### src/sdl_pkg.sv
// Summary of operation
// - Halted-only commands (step, resume) act only while the CPU is halted.
// - Memory and status/control commands run anytime, never stopping the user program.
// - Debug state lives only behind the pin, outside any memory map.
// - Pin level sampled during reset selects debug start or normal run.
// - On-chip pullup holds the pin high when no pod drives it.
// - Serial debug traffic is accepted at any time, no reset needed.
// - Sixteen debug-clock cycles per bit, most significant bit first both ways.
// - After 512 cycles without host falling edge, abort the command harmlessly.
// - Clock-select bit chooses bus clock or alternate source as debug clock.
// - Bit start seen within one cycle of host edge; sample ten cycles later. Here the two-flop sync sees the edge two clocks after it.
// - Target leaves the pin undriven during host-to-target bits.
// - Sending one: brief high speedup pulse seven cycles after bit start.
// - Sending zero: hold pin low 13 cycles, then brief high pulse.
// - A rate-probe request gets a timed response pulse for speed discovery.
// - Probe: wait high, delay 16, drive low 128, one-cycle high pulse, release.
// - Every command opens with an 8-bit code, host to target, MSB first.
// - Delay slot gives the target 16 cycles to carry out the operation.
// - Halt request enters debug mode only if the debug-mode enable bit is set.
package sdl_pkg;

   // ---------------------------------------------
   // Bit timing, in debug-clock cycles
   // ---------------------------------------------
   localparam logic [3:0] SDL_RX_SAMPLE    = 4'hA;   // 10 cycles after start
   localparam logic [3:0] SDL_TX_ONE_PULSE = 4'h7;
   localparam logic [3:0] SDL_TX_ZERO_LOW  = 4'hD;   // 13 cycles low
   localparam logic [3:0] SDL_BIT_LAST     = 4'hF;   // 16 cycles per bit
   localparam logic [9:0] SDL_TIMEOUT      = 10'h0200;
   localparam logic [6:0] SDL_SYNC_DLY_LAST = 7'h0F; // 16 cycles
   localparam logic [6:0] SDL_SYNC_LOW_LAST = 7'h7F; // 128 cycles
   localparam logic [7:0] SDL_SYNC_DETECT  = 8'h80;

   // ---------------------------------------------
   // Field lengths and command codes
   // ---------------------------------------------
   localparam logic [4:0] SDL_CMD_BITS  = 5'h08;
   localparam logic [4:0] SDL_ADDR_BITS = 5'h10;
   localparam logic [4:0] SDL_BYTE_BITS = 5'h08;
   localparam logic [7:0] SDL_CMD_HALT  = 8'h90;
   localparam logic [7:0] SDL_CMD_RSTAT = 8'hE4;
   localparam logic [7:0] SDL_CMD_WCTRL = 8'hC4;
   localparam logic [7:0] SDL_CMD_RBYTE = 8'hE0;
   localparam logic [7:0] SDL_CMD_WBYTE = 8'hC0;
   localparam logic [7:0] SDL_CMD_GO    = 8'h08;
   localparam logic [7:0] SDL_CMD_STEP  = 8'h10;
   localparam logic [7:0] SDL_CMD_TAGGO = 8'h18;

   // ---------------------------------------------
   // Status/control byte layout and reset values
   // ---------------------------------------------
   localparam int unsigned SDL_ST_EN     = 7;
   localparam int unsigned SDL_ST_HALTED = 6;
   localparam int unsigned SDL_ST_CLKSEL = 2;
   localparam logic        SDL_CLKSEL_RST = 1'b0;

   typedef enum logic [2:0] {
      PH_CMD   = 3'b000,
      PH_ADDR  = 3'b001,
      PH_WDATA = 3'b010,
      PH_CTRL  = 3'b011,
      PH_TXD   = 3'b100
   } sdl_phase_t;

   typedef enum logic [1:0] {
      BT_IDLE = 2'b00,
      BT_RX   = 2'b01,
      BT_TX   = 2'b10
   } sdl_bit_t;

   typedef enum logic [2:0] {
      SY_OFF    = 3'b000,
      SY_WAITHI = 3'b001,
      SY_DELAY  = 3'b010,
      SY_LOW    = 3'b011,
      SY_PULSE  = 3'b100
   } sdl_sync_t;

   typedef struct packed {
      logic        req;
      logic        we;
      logic [15:0] addr;
      logic [7:0]  wdata;
   } sdl_mem_t;

   typedef struct packed {
      logic o;
      logic oe;
   } sdl_pin_t;

   typedef struct packed {
      logic        sync1;
      logic        sync2;
      logic        prev;
      logic        halted;
      logic        en;
      logic        clksel;
      logic        txbit;
      logic        rd_wait;
      logic        we;
      logic        go;
      logic        step;
      sdl_phase_t  phase;
      sdl_bit_t    bit_st;
      sdl_sync_t   sync;
      logic [3:0]  cyc;
      logic [4:0]  nbits;
      logic [9:0]  idle;
      logic [7:0]  lowcnt;
      logic [6:0]  scnt;
      logic [15:0] shreg;
      sdl_mem_t    mem;
      sdl_pin_t    pin;
   } sdl_state_t;

endpackage

### src/sdl_link.sv
`timescale 1ns/1ns
module sdl_link
   import sdl_pkg::*;
#(
   parameter logic [7:0] SYNC_DETECT = SDL_SYNC_DETECT
) (
   input  wire logic       clk,
   input  wire logic       sys_rst,
   input  wire logic       alt_clk_tick,
   input  wire logic       debug_pin_i,
   output logic            debug_pin_o,
   output logic            debug_pin_oe,
   output logic            debug_pin_pull_en,
   output logic            debug_clock_select,
   output logic            cpu_halt,
   output logic            cpu_go,
   output logic            cpu_step,
   output sdl_mem_t        mem_o,
   input  wire logic       mem_ack,
   input  wire logic [7:0] mem_rdata
);

   // Shorter thresholds would mistake ordinary zero bits for a rate probe
   if (SYNC_DETECT <= 8'h10) begin : g_chk
      $error("SYNC_DETECT must exceed one bit time");
   end

   sdl_state_t state_q;
   sdl_state_t state_d;
   logic       tick;
   logic       fall;
   logic       fall_ok;

   // ---------------------------------------------
   // Debug clock and edge detection
   // ---------------------------------------------
   // clock source select
   assign tick = state_q.clksel ? alt_clk_tick : 1'b1;
   assign fall = state_q.prev & ~state_q.sync2;
   // Own zero drive must not look like a new host edge
   assign fall_ok = fall && (state_q.sync == SY_OFF) &&
                    !(state_q.bit_st == BT_TX && state_q.cyc <= SDL_TX_ZERO_LOW);

   // ---------------------------------------------
   // Next state
   // ---------------------------------------------
   always_comb begin
      logic       done;
      logic       abort;
      logic [7:0] byte_in;
      logic [7:0] status;
      done    = 1'b0;
      abort   = 1'b0;
      byte_in = {state_q.shreg[6:0], state_q.sync2};
      // status kept off the memory map
      status                = 8'h00;
      status[SDL_ST_EN]     = state_q.en;
      status[SDL_ST_HALTED] = state_q.halted;
      status[SDL_ST_CLKSEL] = state_q.clksel;

      state_d         = state_q;
      state_d.sync1   = debug_pin_i;
      state_d.sync2   = state_q.sync1;
      state_d.prev    = state_q.sync2;
      state_d.go      = 1'b0;
      state_d.step    = 1'b0;
      state_d.mem.req = 1'b0;

      if (fall) begin
         state_d.idle = '0;
      end else if (tick && state_q.idle != SDL_TIMEOUT) begin
         state_d.idle = state_q.idle + 10'h001;
      end

      if (state_q.sync != SY_OFF || state_q.sync2) begin
         state_d.lowcnt = '0;
      end else if (tick && state_q.lowcnt != 8'hFF) begin
         state_d.lowcnt = state_q.lowcnt + 8'h01;
      end

      case (state_q.bit_st)
         BT_RX: begin
            if (tick) begin
               if (state_q.cyc == SDL_RX_SAMPLE) begin
                  state_d.shreg  = {state_q.shreg[14:0], state_q.sync2};
                  state_d.nbits  = state_q.nbits - 5'h01;
                  state_d.bit_st = BT_IDLE;
                  done           = (state_q.nbits == 5'h01);
               end else begin
                  state_d.cyc = state_q.cyc + 4'h1;
               end
            end
         end
         BT_TX: begin
            if (tick) begin
               if (state_q.cyc == SDL_BIT_LAST) begin
                  state_d.shreg  = {state_q.shreg[14:0], 1'b0};
                  state_d.nbits  = state_q.nbits - 5'h01;
                  state_d.bit_st = BT_IDLE;
                  if (state_q.nbits == 5'h01) begin
                     state_d.phase = PH_CMD;
                     state_d.nbits = SDL_CMD_BITS;
                  end
               end else begin
                  state_d.cyc = state_q.cyc + 4'h1;
               end
            end
         end
         default: begin
         end
      endcase

      if (fall_ok) begin
         state_d.bit_st = (state_q.phase == PH_TXD) ? BT_TX : BT_RX;
         state_d.cyc    = 4'h0;
         state_d.txbit  = state_q.shreg[15];
      end

      if (done) begin
         case (state_q.phase)
            PH_CMD: begin
               state_d.nbits = SDL_CMD_BITS;
               case (byte_in)
                  SDL_CMD_HALT: begin
                     if (state_q.en) begin
                        state_d.halted = 1'b1;
                     end
                  end
                  SDL_CMD_RSTAT: begin
                     state_d.shreg = {status, 8'h00};
                     state_d.phase = PH_TXD;
                     state_d.nbits = SDL_BYTE_BITS;
                  end
                  SDL_CMD_WCTRL: begin
                     state_d.phase = PH_CTRL;
                     state_d.nbits = SDL_BYTE_BITS;
                  end
                  SDL_CMD_RBYTE, SDL_CMD_WBYTE: begin
                     state_d.we    = (byte_in == SDL_CMD_WBYTE);
                     state_d.phase = PH_ADDR;
                     state_d.nbits = SDL_ADDR_BITS;
                  end
                  SDL_CMD_GO, SDL_CMD_TAGGO: begin
                     if (state_q.halted) begin
                        state_d.go     = 1'b1;
                        state_d.halted = 1'b0;
                     end
                  end
                  SDL_CMD_STEP: begin
                     state_d.step = state_q.halted;
                  end
                  default: begin
                  end
               endcase
            end
            PH_ADDR: begin
               state_d.mem.addr = {state_q.shreg[14:0], state_q.sync2};
               if (state_q.we) begin
                  state_d.phase = PH_WDATA;
                  state_d.nbits = SDL_BYTE_BITS;
               end else begin
                  state_d.mem.req = 1'b1;
                  state_d.mem.we  = 1'b0;
                  state_d.rd_wait = 1'b1;
                  state_d.shreg   = 16'h0000;
                  state_d.phase   = PH_TXD;
                  state_d.nbits   = SDL_BYTE_BITS;
               end
            end
            PH_WDATA: begin
               state_d.mem.req   = 1'b1;
               state_d.mem.we    = 1'b1;
               state_d.mem.wdata = byte_in;
               state_d.phase     = PH_CMD;
               state_d.nbits     = SDL_CMD_BITS;
            end
            PH_CTRL: begin
               state_d.en     = byte_in[SDL_ST_EN];
               state_d.clksel = byte_in[SDL_ST_CLKSEL];
               state_d.phase  = PH_CMD;
               state_d.nbits  = SDL_CMD_BITS;
            end
            default: begin
               state_d.phase = PH_CMD;
               state_d.nbits = SDL_CMD_BITS;
            end
         endcase
      end

      // read data from the bus side
      if (state_q.rd_wait && mem_ack) begin
         state_d.shreg   = {mem_rdata, 8'h00};
         state_d.rd_wait = 1'b0;
      end

      if (tick && !fall && state_q.idle == SDL_TIMEOUT - 10'h001) begin
         abort = 1'b1;
      end

      case (state_q.sync)
         SY_OFF: begin
            if (tick && !state_q.sync2 && state_q.lowcnt == SYNC_DETECT - 8'h01) begin
               state_d.sync = SY_WAITHI;
               abort        = 1'b1;
            end
         end
         SY_WAITHI: begin
            if (state_q.sync2) begin
               state_d.sync = SY_DELAY;
               state_d.scnt = 7'h00;
            end
         end
         SY_DELAY: begin
            if (tick) begin
               state_d.scnt = state_q.scnt + 7'h01;
               if (state_q.scnt == SDL_SYNC_DLY_LAST) begin
                  state_d.sync = SY_LOW;
                  state_d.scnt = 7'h00;
               end
            end
         end
         SY_LOW: begin
            if (tick) begin
               state_d.scnt = state_q.scnt + 7'h01;
               if (state_q.scnt == SDL_SYNC_LOW_LAST) begin
                  state_d.sync = SY_PULSE;
               end
            end
         end
         SY_PULSE: begin
            if (tick) begin
               state_d.sync = SY_OFF;
            end
         end
         default: begin
            state_d.sync = SY_OFF;
         end
      endcase

      // back to command wait, mode untouched
      if (abort) begin
         state_d.phase   = PH_CMD;
         state_d.bit_st  = BT_IDLE;
         state_d.nbits   = SDL_CMD_BITS;
         state_d.rd_wait = 1'b0;
         state_d.mem.req = 1'b0;
      end

      // Pin drive follows the next state so it lines up with it
      // no drive during host bits
      state_d.pin = '0;
      if (state_d.sync == SY_LOW) begin
         state_d.pin.oe = 1'b1;
      end else if (state_d.sync == SY_PULSE) begin
         state_d.pin = '{o: 1'b1, oe: 1'b1};
      end else if (state_d.bit_st == BT_TX) begin
         if (state_d.txbit) begin
            state_d.pin.oe = (state_d.cyc == SDL_TX_ONE_PULSE);
            state_d.pin.o  = 1'b1;
         end else begin
            state_d.pin.oe = (state_d.cyc <= SDL_TX_ZERO_LOW);
            state_d.pin.o  = (state_d.cyc == SDL_TX_ZERO_LOW);
         end
      end

      if (sys_rst) begin
         state_d        = '0;
         state_d.nbits  = SDL_CMD_BITS;
         state_d.clksel = SDL_CLKSEL_RST;
         state_d.halted = ~debug_pin_i;
         state_d.en     = ~debug_pin_i;
      end
   end

   always_ff @(posedge clk) begin
      state_q <= state_d;
   end

   assign debug_pin_o        = state_q.pin.o;
   assign debug_pin_oe       = state_q.pin.oe;
   assign debug_pin_pull_en  = 1'b1;
   assign debug_clock_select = state_q.clksel;
   assign cpu_halt           = state_q.halted;
   assign cpu_go             = state_q.go;
   assign cpu_step           = state_q.step;
   assign mem_o              = state_q.mem;
endmodule

### config.mk
export PLATFORM = sky130hd
export DESIGN_NAME = sdl_link
export DESIGN_NICKNAME = d
export VERILOG_FILES = /design/src/sdl_pkg.sv /design/src/sdl_link.sv
export SDC_FILE = /design/constraint.sdc
export NUM_CORES = 1
export LEC_CHECK = 0
export BUFFER_PORTS_ARGS = -buffer_cell sky130_fd_sc_hd__buf_2
export CAP_MARGIN = 0
export CELL_PAD_IN_SITES_DETAIL_PLACEMENT = 0
export CELL_PAD_IN_SITES_GLOBAL_PLACEMENT = 2
export CORE_ASPECT_RATIO = 0.7
export CORE_MARGIN = 5
export CORE_UTILIZATION = 39
export DETAILED_ROUTE_END_ITERATION = 12
export PLACE_DENSITY = 0.9
export SLEW_MARGIN = 20
export SYNTH_ARGS = -nofsm -noshare
export SYNTH_HDL_FRONTEND = slang
export SYNTH_SLANG_ARGS = --single-unit
### constraint.sdc
create_clock -name clk -period 7.6 [get_ports clk]
set_input_delay 1.14 -clock clk [delete_from_list [all_inputs] [get_ports clk]]
set_output_delay 1.14 -clock clk [all_outputs]
set_load 0.05 [all_outputs]
# Word-level counts from Yosys, hierarchy flattened
# Cells that the tools add are included.
op_classes:
  mux: 86
  add_sub_neg: 5
  n_bitwise: 8
  n_shift: 0
  reduce_logical: 45
  magnitude_cmp: 2
  multipliers: 0
  div: 0
  eq_ne: 41
op_table:
  columns: ["op", "count"]
  rows:
  - ["$mux 16", 7]
  - ["$mux 94", 1]
  - ["$pmux 16 s2", 2]
  - ["$mux 5", 10]
  - ["$mux 42", 1]
  - ["$eq 8x8->1 const B", 5]
  - ["$mux 3", 12]
  - ["$mux 7", 5]
  - ["$mux 8", 3]
  - ["$mux 1", 21]
  - ["$pmux 7 s3", 1]
  - ["$mux 10", 2]
  - ["$mux 18", 1]
  - ["$mux 9", 2]
  - ["$pmux 9 s2", 1]
  - ["$eq 8x5->1 const B", 2]
  - ["$mux 2", 8]
  - ["$eq 3x2->1 const B", 5]
  - ["$pmux 3 s5", 1]
  - ["$reduce_or 2->1", 7]
  - ["$eq 4x4->1 const B", 3]
  - ["$mux 4", 3]
  - ["$reduce_bool 3->1", 4]
  - ["$add 10x1->10 const B", 1]
  - ["other kinds (39)", 79]
totals:
  ff_bits: 97
  inputBits: 13
  elab_cells: 214
  n_memories: 0
  ramBits: 0
  out_inout_bits: 33
  latchBits: 0
  romBits: 0

# Logic depth before layout (Yosys ltp)
# Gate-level depths: netlist (run 1).
logic_depth:
  word_depth: 14
  depth_mapped: 10
  ltp_nobuf: 8

# Worst setup path after synthesis (run 1)
# No wires, ideal clock.
synth_timing:
  kind: "input port to flip-flop"
  startpoint: "input alt_clk_tick"
  endpoint: "register state_q (netlist bit cpu_halt) (enable)"
  setup_time_ns: 0.289
  required_ns: 7.311
  n_path_buf: 1
  setup_slack_ns: 4.631
  arrival_time_ns: 2.680
  stages: 7
  path_cell_list: "nor2b_1 or4_4 or3_1 buf_6 or3_4 a21oi_1 or2_2"
synth_via:
  elab_chain_cells: 5
synth_lines:
  columns: ["element", "line", "text"]
  rows:
  - ["from (decl)", "sdl_link.sv:9", "input wire logic alt_clk_tick,"]
  - ["$mux 1", "sdl_link.sv:38", "assign tick = state_q.clksel ? alt_clk_tick : 1'b1;"]
  - ["$mux 1", "sdl_link.sv:83", "if (tick) begin"]
  - ["$mux 1", "sdl_link.sv:81", "case (state_q.bit_st)"]
  - ["$reduce_bool 2->1 (no line)", null, null]
  - ["$reduce_and 4->1 (no line)", null, null]
  - ["to (signal assigned)", "sdl_link.sv:276", "state_q <= state_d;"]
  - ["to (decl)", "sdl_link.sv:28", "sdl_state_t state_q;"]
# No other way between the ends.
# A chain may end at the register's enable or synchronous reset.

# Worst setup path after layout (run 1)
layout_timing:
  startpoint: "register state_q[69] (netlist bit)"
  endpoint: "register state_q[89] (netlist bit)"
layout_via:
  elab_chain_cells: 5
layout_lines:
  columns: ["element", "line", "text"]
  rows:
  - ["$eq 5x1->1", "sdl_link.sv:88", "done = (state_q.nbits == 5'h01);"]
  - ["$mux 1", "sdl_link.sv:84", "if (state_q.cyc == SDL_RX_SAMPLE) begin"]
  - ["$mux 1", "sdl_link.sv:83", null]
  - ["$mux 1", "sdl_link.sv:81", null]
  - ["$reduce_and 3->1 (no line)", null, null]
# No other way between the ends.

==> summary.txt, run 1 <==
Status: finished clean
RePlAce Congestion: 0.8220
Hold Path Origin: state_q[96]$_SDFF_PP0_
FP Rows: 33
Fill count: 1183
Worst Hold Class: flop to flop
Hold_buf cts: 0
CTS tree: built
Fmax: 297.2 MHz
Share of cells above drive strength 1: 0.1277
Critical Path AT: 3.64 ns
Area leader, netlist: dfxtp_1
Largest stage delay, worst path: 1.00 ns
Reg-to-Reg Start: state_q[69]$_SDFFE_PP0P_
Vias in the first global route: 3447
Max-slew headroom: 0.2994
Final hold violation count: 0
Synth Area in XOR/XNOR: 0.03355
Vias per cell: 5.221
Hold Path End: state_q[95]$_SDFF_PP0_
Final setup vio count: 0
Clock power share: 0.447
Total Wirelength: 10470 µm
Placed cell areas: 0.004807 mm²
Reg clk slew, reported paths: 0.08 ns
RR Endpoint: state_q[89]$_SDFFE_PP0P_
DR vias: 3681
Root Driver: clkbuf_16
Post-synthesis mux area share: 0.06177
Sum Neg Setup Slack: 0 ns
Synth Area in Simple Gates: 0.2386
Area grow syn2layout: 8.493%
Top cell type's share of synthesized area: 0.4047
Flop2flop setup slack: 4.23 ns
Crit path cell chain: ha_1 > or4b_4 > or4_4 > or4b_1 > or3_1 > a21oi_1
Core ar.: 0.01177 mm²
Main synth FF type: dfxtp_1
Post-CTS resize count: 0
PwrDens: 195.0 mW/mm²
Htree depth: 3
Die area: 0.01438 mm²
Syn Nets: 563
Reg2Reg Depth: 6
CTS Sinks: 97
Port bufs: 44
P_int: 0.7559 mW
Slew Viols, Final: 0
Worst-Skew Late Latency: 0.34 ns
Sequential share of the synthesized area: 0.4175
Drt drc: 0
Synthesized area: 0.004700 mm²
Routed Antenna Nets: 0
CP endpoint kind: flop
Max clock buf depth: 2
Net load switching power: 0.2384 mW
Cells on Worst Hold Path: 1
Clk_skew: 0.01231 ns
Setup Fix Bufs, Post-CTS: 0
Crit share post-route: 0.4428
Synth area leaders: dfxtp_1, nor2_1, mux2i_1
Largest family of logic cells by synthesized area: simple AND/OR/NAND/NOR gates
Worst EP required: 7.87 ns
GR Overflow Total: 0
Largest net degree at the start of global routing: 53
Synthesized flop and latch total: 97
Die X: 141.2 µm
Unrepaired setup endpoints after global routing: false
Wire per inst: 14.86 µm
Register share of total power: 0.521
Min cycle time layout: 3.365 ns
TritonRoute pass-1 iters: 4
CTS Buf Count: 9
Sw Share: 0.2398
Syn_area_per_cell: 8.735 µm²
Maxcap violations: 0
Die Y: 101.8 µm
Initial antenna violation count: 0
Yosys warns: 0
Post-layout util: 0.4333
Starting Density: 0.3994
Startpoint class of the critical path: flop
IO Pins: 46
Post-synth EDFFs: 2
First-pass GRT wire length: 17460 µm
P_leak: 2.026 nW
DR iter-0 viols: 213
Buffers & Inverters on Critical Path: 0
Complex-gate fraction of the synthesized area: 0.1374
Worst-path maximum fanout: 20
CP Class: flop to flop
Async S/R FF share, synth: 0
Post-synthesis adder-cell area fraction: 0.03195
Maximum vdd drop: 0.0001174 V
Power share of the combinational group: 0.032
CP top delay family: simple AND/OR/NAND/NOR gates
Dpl hpwl: 7533 µm
Syn Inst Count: 538
Diodes inserted: 0
CP max stage cell: or4b_1
Worst Tran Pin Value: 1.051 ns
Tot GR Track Use: 0.1510
Final cell area excluding filler cells: 0.005099 mm²
Final nets: 568
Yosys cell types: 61
## layout make-up
| type | count | area [µm²] | share of cell area |
|---|---|---|---|
| multi-input combinational | 376 | 2371 | 0.4650 |
| timing repair buffer | 45 | 227.7 | 0.04466 |
| clock inverter | 7 | 63.81 | 0.01252 |
| tap | 157 | 196.4 | 0.03853 |
| inverter | 14 | 52.55 | 0.01031 |
| clock buffer | 9 | 225.2 | 0.04417 |
| sequential | 97 | 1962 | 0.3848 |
## power groups by stage
stage | Sequential (mW) | Combinational [mW] | Clock [mW]
floorplan | 0.529 | 0.0225 | 0
global placement | 0.530 | 0.0319 | 0
detailed placement | 0.530 | 0.0325 | 0
CTS | 0.518 | 0.0327 | 0.458
global route | 0.519 | 0.0360 | 0.480
finish | 0.518 | 0.0322 | 0.444
## logic make-up after synthesis
logic type,Yosys count
compound gates,100
xor+xnor,18
fa+ha+maj,12
buf+inv,65
flops,97
mux,29
other cells,1
simple gates,216
## registers in the layout, summed over array words and instances, names as in the netlist
| register | flops |
|---|---|
| state_q | 65 |
| mem_o | 26 |
| cpu_go | 1 |
| cpu_halt | 1 |
| cpu_step | 1 |
| debug_clock_select | 1 |
| debug_pin_o | 1 |
| debug_pin_oe | 1 |
## worst max path at each step
stage / to / slack, ns / startpoint / cells after the start
floorplan: cpu_halt$_DFFE_PP_ / 4.63 / alt_clk_tick / 7
global placement: state_q[89]$_SDFFE_PP0P_ / 3.99 / alt_clk_tick / 7
detailed placement: state_q[89]$_SDFFE_PP0P_ / 3.93 / alt_clk_tick / 7
CTS: state_q[89]$_SDFFE_PP0P_ / 4.20 / state_q[69]$_SDFFE_PP0P_ / 6
global route: state_q[89]$_SDFFE_PP0P_ / 4.07 / state_q[69]$_SDFFE_PP0P_ / 6
finish: state_q[89]$_SDFFE_PP0P_ / 4.23 / state_q[69]$_SDFFE_PP0P_ / 6
## cells in the final DEF, fill, tap and decap left out, drive strengths merged, types with 5 or more instances in the layout
master and count:
nand2 22, mux2i 29, buf 45, nand4 7, or3 8, xor2 13, nand2b 16, nor2b 8
nand3 8, nor2 95, a22oi 20, nor3 10, and3 7, clkbuf 9, nand3b 5, inv 21
o21ai 24, xnor2 5, a21oi 21, ha 12, dfxtp 95, a31oi 8, nor4 7
## stage by stage
step	total power, mW	worst slack [ns]	hold WS [ns]	cells
finish	0.9943	4.235	0.4402	705
global placement	0.5617	3.991	0.4241	689
global route	1.035	4.067	0.4660	705
CTS	1.008	4.201	0.4457	705
floorplan	0.5519	4.631	0.4138	538
detailed placement	0.5624	3.930	0.4270	689
## cells in the mapped netlist (all sizes together), types with 3 or more instances
cell type / number
a31oi: 8
nand4b: 3
clkbuf: 18
nor2: 95
nor4: 7
and3: 7
nand4: 7
or3: 8
nor3: 10
nand2b: 16
ha: 12
or4: 3
and4: 3
nor3b: 3
xor2: 13
mux2i: 29
o31ai: 3
a22oi: 20
nor4b: 3
nand2: 22
a21oi: 21
dfxtp: 95
xnor2: 5
nor2b: 8
o21ai: 24
inv: 14
a21o: 3
nand3: 8
or4b: 3
nand3b: 5
buf: 33
## routing by layer
layer  track usage  up-vias  wire [µm]
met1        0.2232     1725       5378
met2        0.2239       72       4492
li1              -     1880          -
met4       0.03351        0         38
met5             0        -          0
met3       0.03555        4        565
(Power assumes the default switching activity.)
==> run 2, diff against run 1 <==
--- a/config.mk
+++ b/config.mk
@@ -11,9 +11,9 @@
 export CELL_PAD_IN_SITES_GLOBAL_PLACEMENT = 2
 export CORE_ASPECT_RATIO = 0.7
 export CORE_MARGIN = 5
-export CORE_UTILIZATION = 39
+export CORE_UTILIZATION = 36
 export DETAILED_ROUTE_END_ITERATION = 12
-export PLACE_DENSITY = 0.9
+export PLACE_DENSITY = 0.85
 export SLEW_MARGIN = 20
 export SYNTH_ARGS = -nofsm -noshare
 export SYNTH_HDL_FRONTEND = slang
==> constraint.sdc (replaced) <==
create_clock -name clk -period 3.1 [get_ports clk]
set_input_delay 0.465 -clock clk [delete_from_list [all_inputs] [get_ports clk]]
set_output_delay 0.465 -clock clk [all_outputs]
set_load 0.05 [all_outputs]
==> run 2 against run 1 <==
Count of clock-buffer cells in the layout did not move. Sequential share of layout area decreased by 0.73 points. Via count is 1.5% higher. Worst setup slack got worse by 4.1 ns. Non-clock buffer count is 11 higher. Core utilization is 2.1 points lower. Combinational power grew to 2.6 times the previous value. Register-to-register slack got worse by 4.1 ns. Total power grew 150%. Routed wire length rose by 0.53%. Sequential cell count stayed put. Largest power group unchanged.
==> summary.txt, run 2 (same netlist as run 1, synthesis figures left out) <==
Status: finished clean
Hold_buf cts: 0 (unchanged)
Final setup vio count: 0 (unchanged)
Largest register FFs: 65 (unchanged)
DR iter-0 viols: 272 (+28%)
CP endpoint kind: flop
Met1 Usage GRT: 0.2109 (-0.01229)
CP Class: flop to flop
Top reg by flops: state_q
Worst-Skew Late Latency: 0.34 ns (about the same)
Startpoint class of the critical path: flop
Drt drc: 0 (unchanged)
Reg-to-Reg Start: state_q[69]$_SDFFE_PP0P_
Tot GR Track Use: 0.1386 (-0.01236)
P_leak: 2.081 nW (+2.7%)
Crit share post-route: 0.9501 (+0.5074)
CP top delay family: simple AND/OR/NAND/NOR gates
Reg2Reg Depth: 7 (+1)
Worst EP required: 3.17 ns (-4.70 ns)
Root Driver: clkbuf_16
Worst-path maximum fanout: 6 (-70%)
Max-slew headroom: 0.5029 (+0.2035)
Fmax: 339.5 MHz (+14%)
Vias in the first global route: 3422 (-0.73%)
Diodes inserted: 0 (unchanged)
Stages on the worst setup path: 7 (+1)
First-pass GRT wire length: 17850 µm (+2.2%)
Routed Antenna Nets: 0 (unchanged)
Die Y: 105.6 µm (+3.7%)
Vias per cell: 5.180 (-0.78%)
CTS Buf Count: 9 (unchanged)
Routing usage on met3: 0.03346 (-0.002085)
Unrepaired setup endpoints after global routing: false
Max clock buf depth: 2 (unchanged)
CTS tree: built
Total Wirelength: 10530 µm (+0.53%)
Slew Viols, Final: 0 (unchanged)
Maxcap violations: 0 (unchanged)
CP dominant cell by count: or3_4
Crit path cell chain: ha_1 > or4b_4 > or4_4 > or3_4 > or3_4 > a21oi_1 > or2_2
CP max stage cell: or4_4
Area of the multi-input gates: 0.002376 mm² (+0.21%)
Grt met2 use: 0.1905 (-0.03344)
Htree depth: 3 (unchanged)
Maximum vdd drop: 0.0002697 V (+130%)
Worst Setup SP: state_q[69]$_SDFFE_PP0P_
CP Capture Point: cpu_halt$_DFFE_PP_
RePlAce Congestion: 0.7793 (-5.2%)
Final total power: 2.439 mW (+150%)
Reg clk slew, reported paths: 0.07 ns (about the same)
Largest stage delay, worst path: 0.58 ns (-0.42 ns)
RR Endpoint: cpu_halt$_DFFE_PP_
DR vias: 3735 (+1.5%)
Critical Path AT: 3.01 ns (-0.63 ns)
Initial antenna violation count: 0 (unchanged)
Die X: 146.6 µm (+3.8%)
Share of cells above drive strength 1: 0.1467 (+0.01895)
Wire per inst: 14.60 µm (-1.7%)
Clk_skew: 0.007701 ns (-0.004612 ns)
Core ar.: 0.01259 mm² (+7.0%)
Worst Hold Class: primary input to flop
GR Overflow Total: 0 (unchanged)
Fill count: 1261 (+6.6%)
Largest net degree at the start of global routing: 36 (-32%)
Port bufs: 44 (unchanged)
FP Rows: 34 (+3.0%)
Worst Tran Pin Value: 0.7389 ns (-0.3120 ns)
Die area: 0.01548 mm² (+7.6%)
Commonest non-fill, non-tap cells in the layout: nor2_1, dfxtp_1, buf_2
IO Pins: 46 (unchanged)
CTS Sinks: 97 (unchanged)
Register Area: 0.001962 mm² (unchanged)
Buffers & Inverters on Critical Path: 0 (unchanged)
Min cycle time layout: 2.945 ns (-0.4197 ns)
Final nets: 579 (+1.9%)
TritonRoute pass-1 iters: 6 (+2)
Final hold violation count: 0 (unchanged)
Flop2flop setup slack: 0.15 ns (-4.08 ns)
Gr busiest metal: met1
PwrDens: 469.2 mW/mm² (+140%)
Area grow syn2layout: 10.60%
Dpl hpwl: 7623 µm (+1.2%)
Sum Neg Setup Slack: 0 ns (unchanged)
Cells on Worst Hold Path: 3 (+2)
Starting Density: 0.3732 (-0.02615)
run 2: cell count changes in the layout (fill, tap and decap cells not counted), sizes merged:
cell,change
buf,+11
inv,-2
clkinv,+2
run 2: worst min path at each step:
stage	to	slack [ns]	startpoint
after floorplan	state_q[95]$_SDFF_PP0_	0.41	state_q[96]$_SDFF_PP0_
after global placement	state_q[95]$_SDFF_PP0_	0.43	state_q[96]$_SDFF_PP0_
after detailed placement	state_q[95]$_SDFF_PP0_	0.45	state_q[96]$_SDFF_PP0_
after CTS	state_q[39]$_SDFF_PP0_	0.30	mem_rdata[3]
after global routing	state_q[36]$_SDFF_PP0_	0.32	mem_rdata[0]
final	state_q[39]$_SDFF_PP0_	0.31	mem_rdata[3]
run 2: metrics by stage:
step	hold slack, ns	cells	cell area, µm²	worst slack [ns]	utilization
after global placement	0.4327	705	4896	0.1218	0.3888
after detailed placement	0.4469	705	4896	0.08843	0.3888
after floorplan	0.4138	538	4700	0.2324	-
final	0.3148	721	5197	0.1546	0.4128
after CTS	0.3028	721	5190	0.08365	0.4122
after global routing	0.3181	721	5197	0.05804	0.4128
run 2: repair_timing:
item	4_1_cts	5_1_grt
setup endpoints to repair	0	1
gates resized for setup	0	1
setup buffers	0	0
run 2: per-layer routing:
metal  up-vias  share of wire
met4         0          0.014
met3        14          0.051
met1      1724           0.53
li1       1902              -
met5         -              0
met2        95           0.40
run 2: final cells by class:
type | count | area share
tap | 162 | 0.03900
clock inverter | 7 | 0.01324
timing repair buffer | 56 | 0.05970
clock buffer | 9 | 0.04333
sequential | 97 | 0.3775
multi-input combinational | 376 | 0.4572
inverter | 14 | 0.01011
run 2: report_power, final:
group	total, mW	switching (mW)	internal [mW]
Clock	1.09	0.519	0.567
Sequential	1.27	0.00882	1.26
Combinational	0.0835	0.0551	0.0283
Total	2.44	0.583	1.86
run 2: worst min-delay path, cell delays in order:
cell	delay, ns
buf_2	0.08
nand2_1	0.03
o21ai_0	0.05
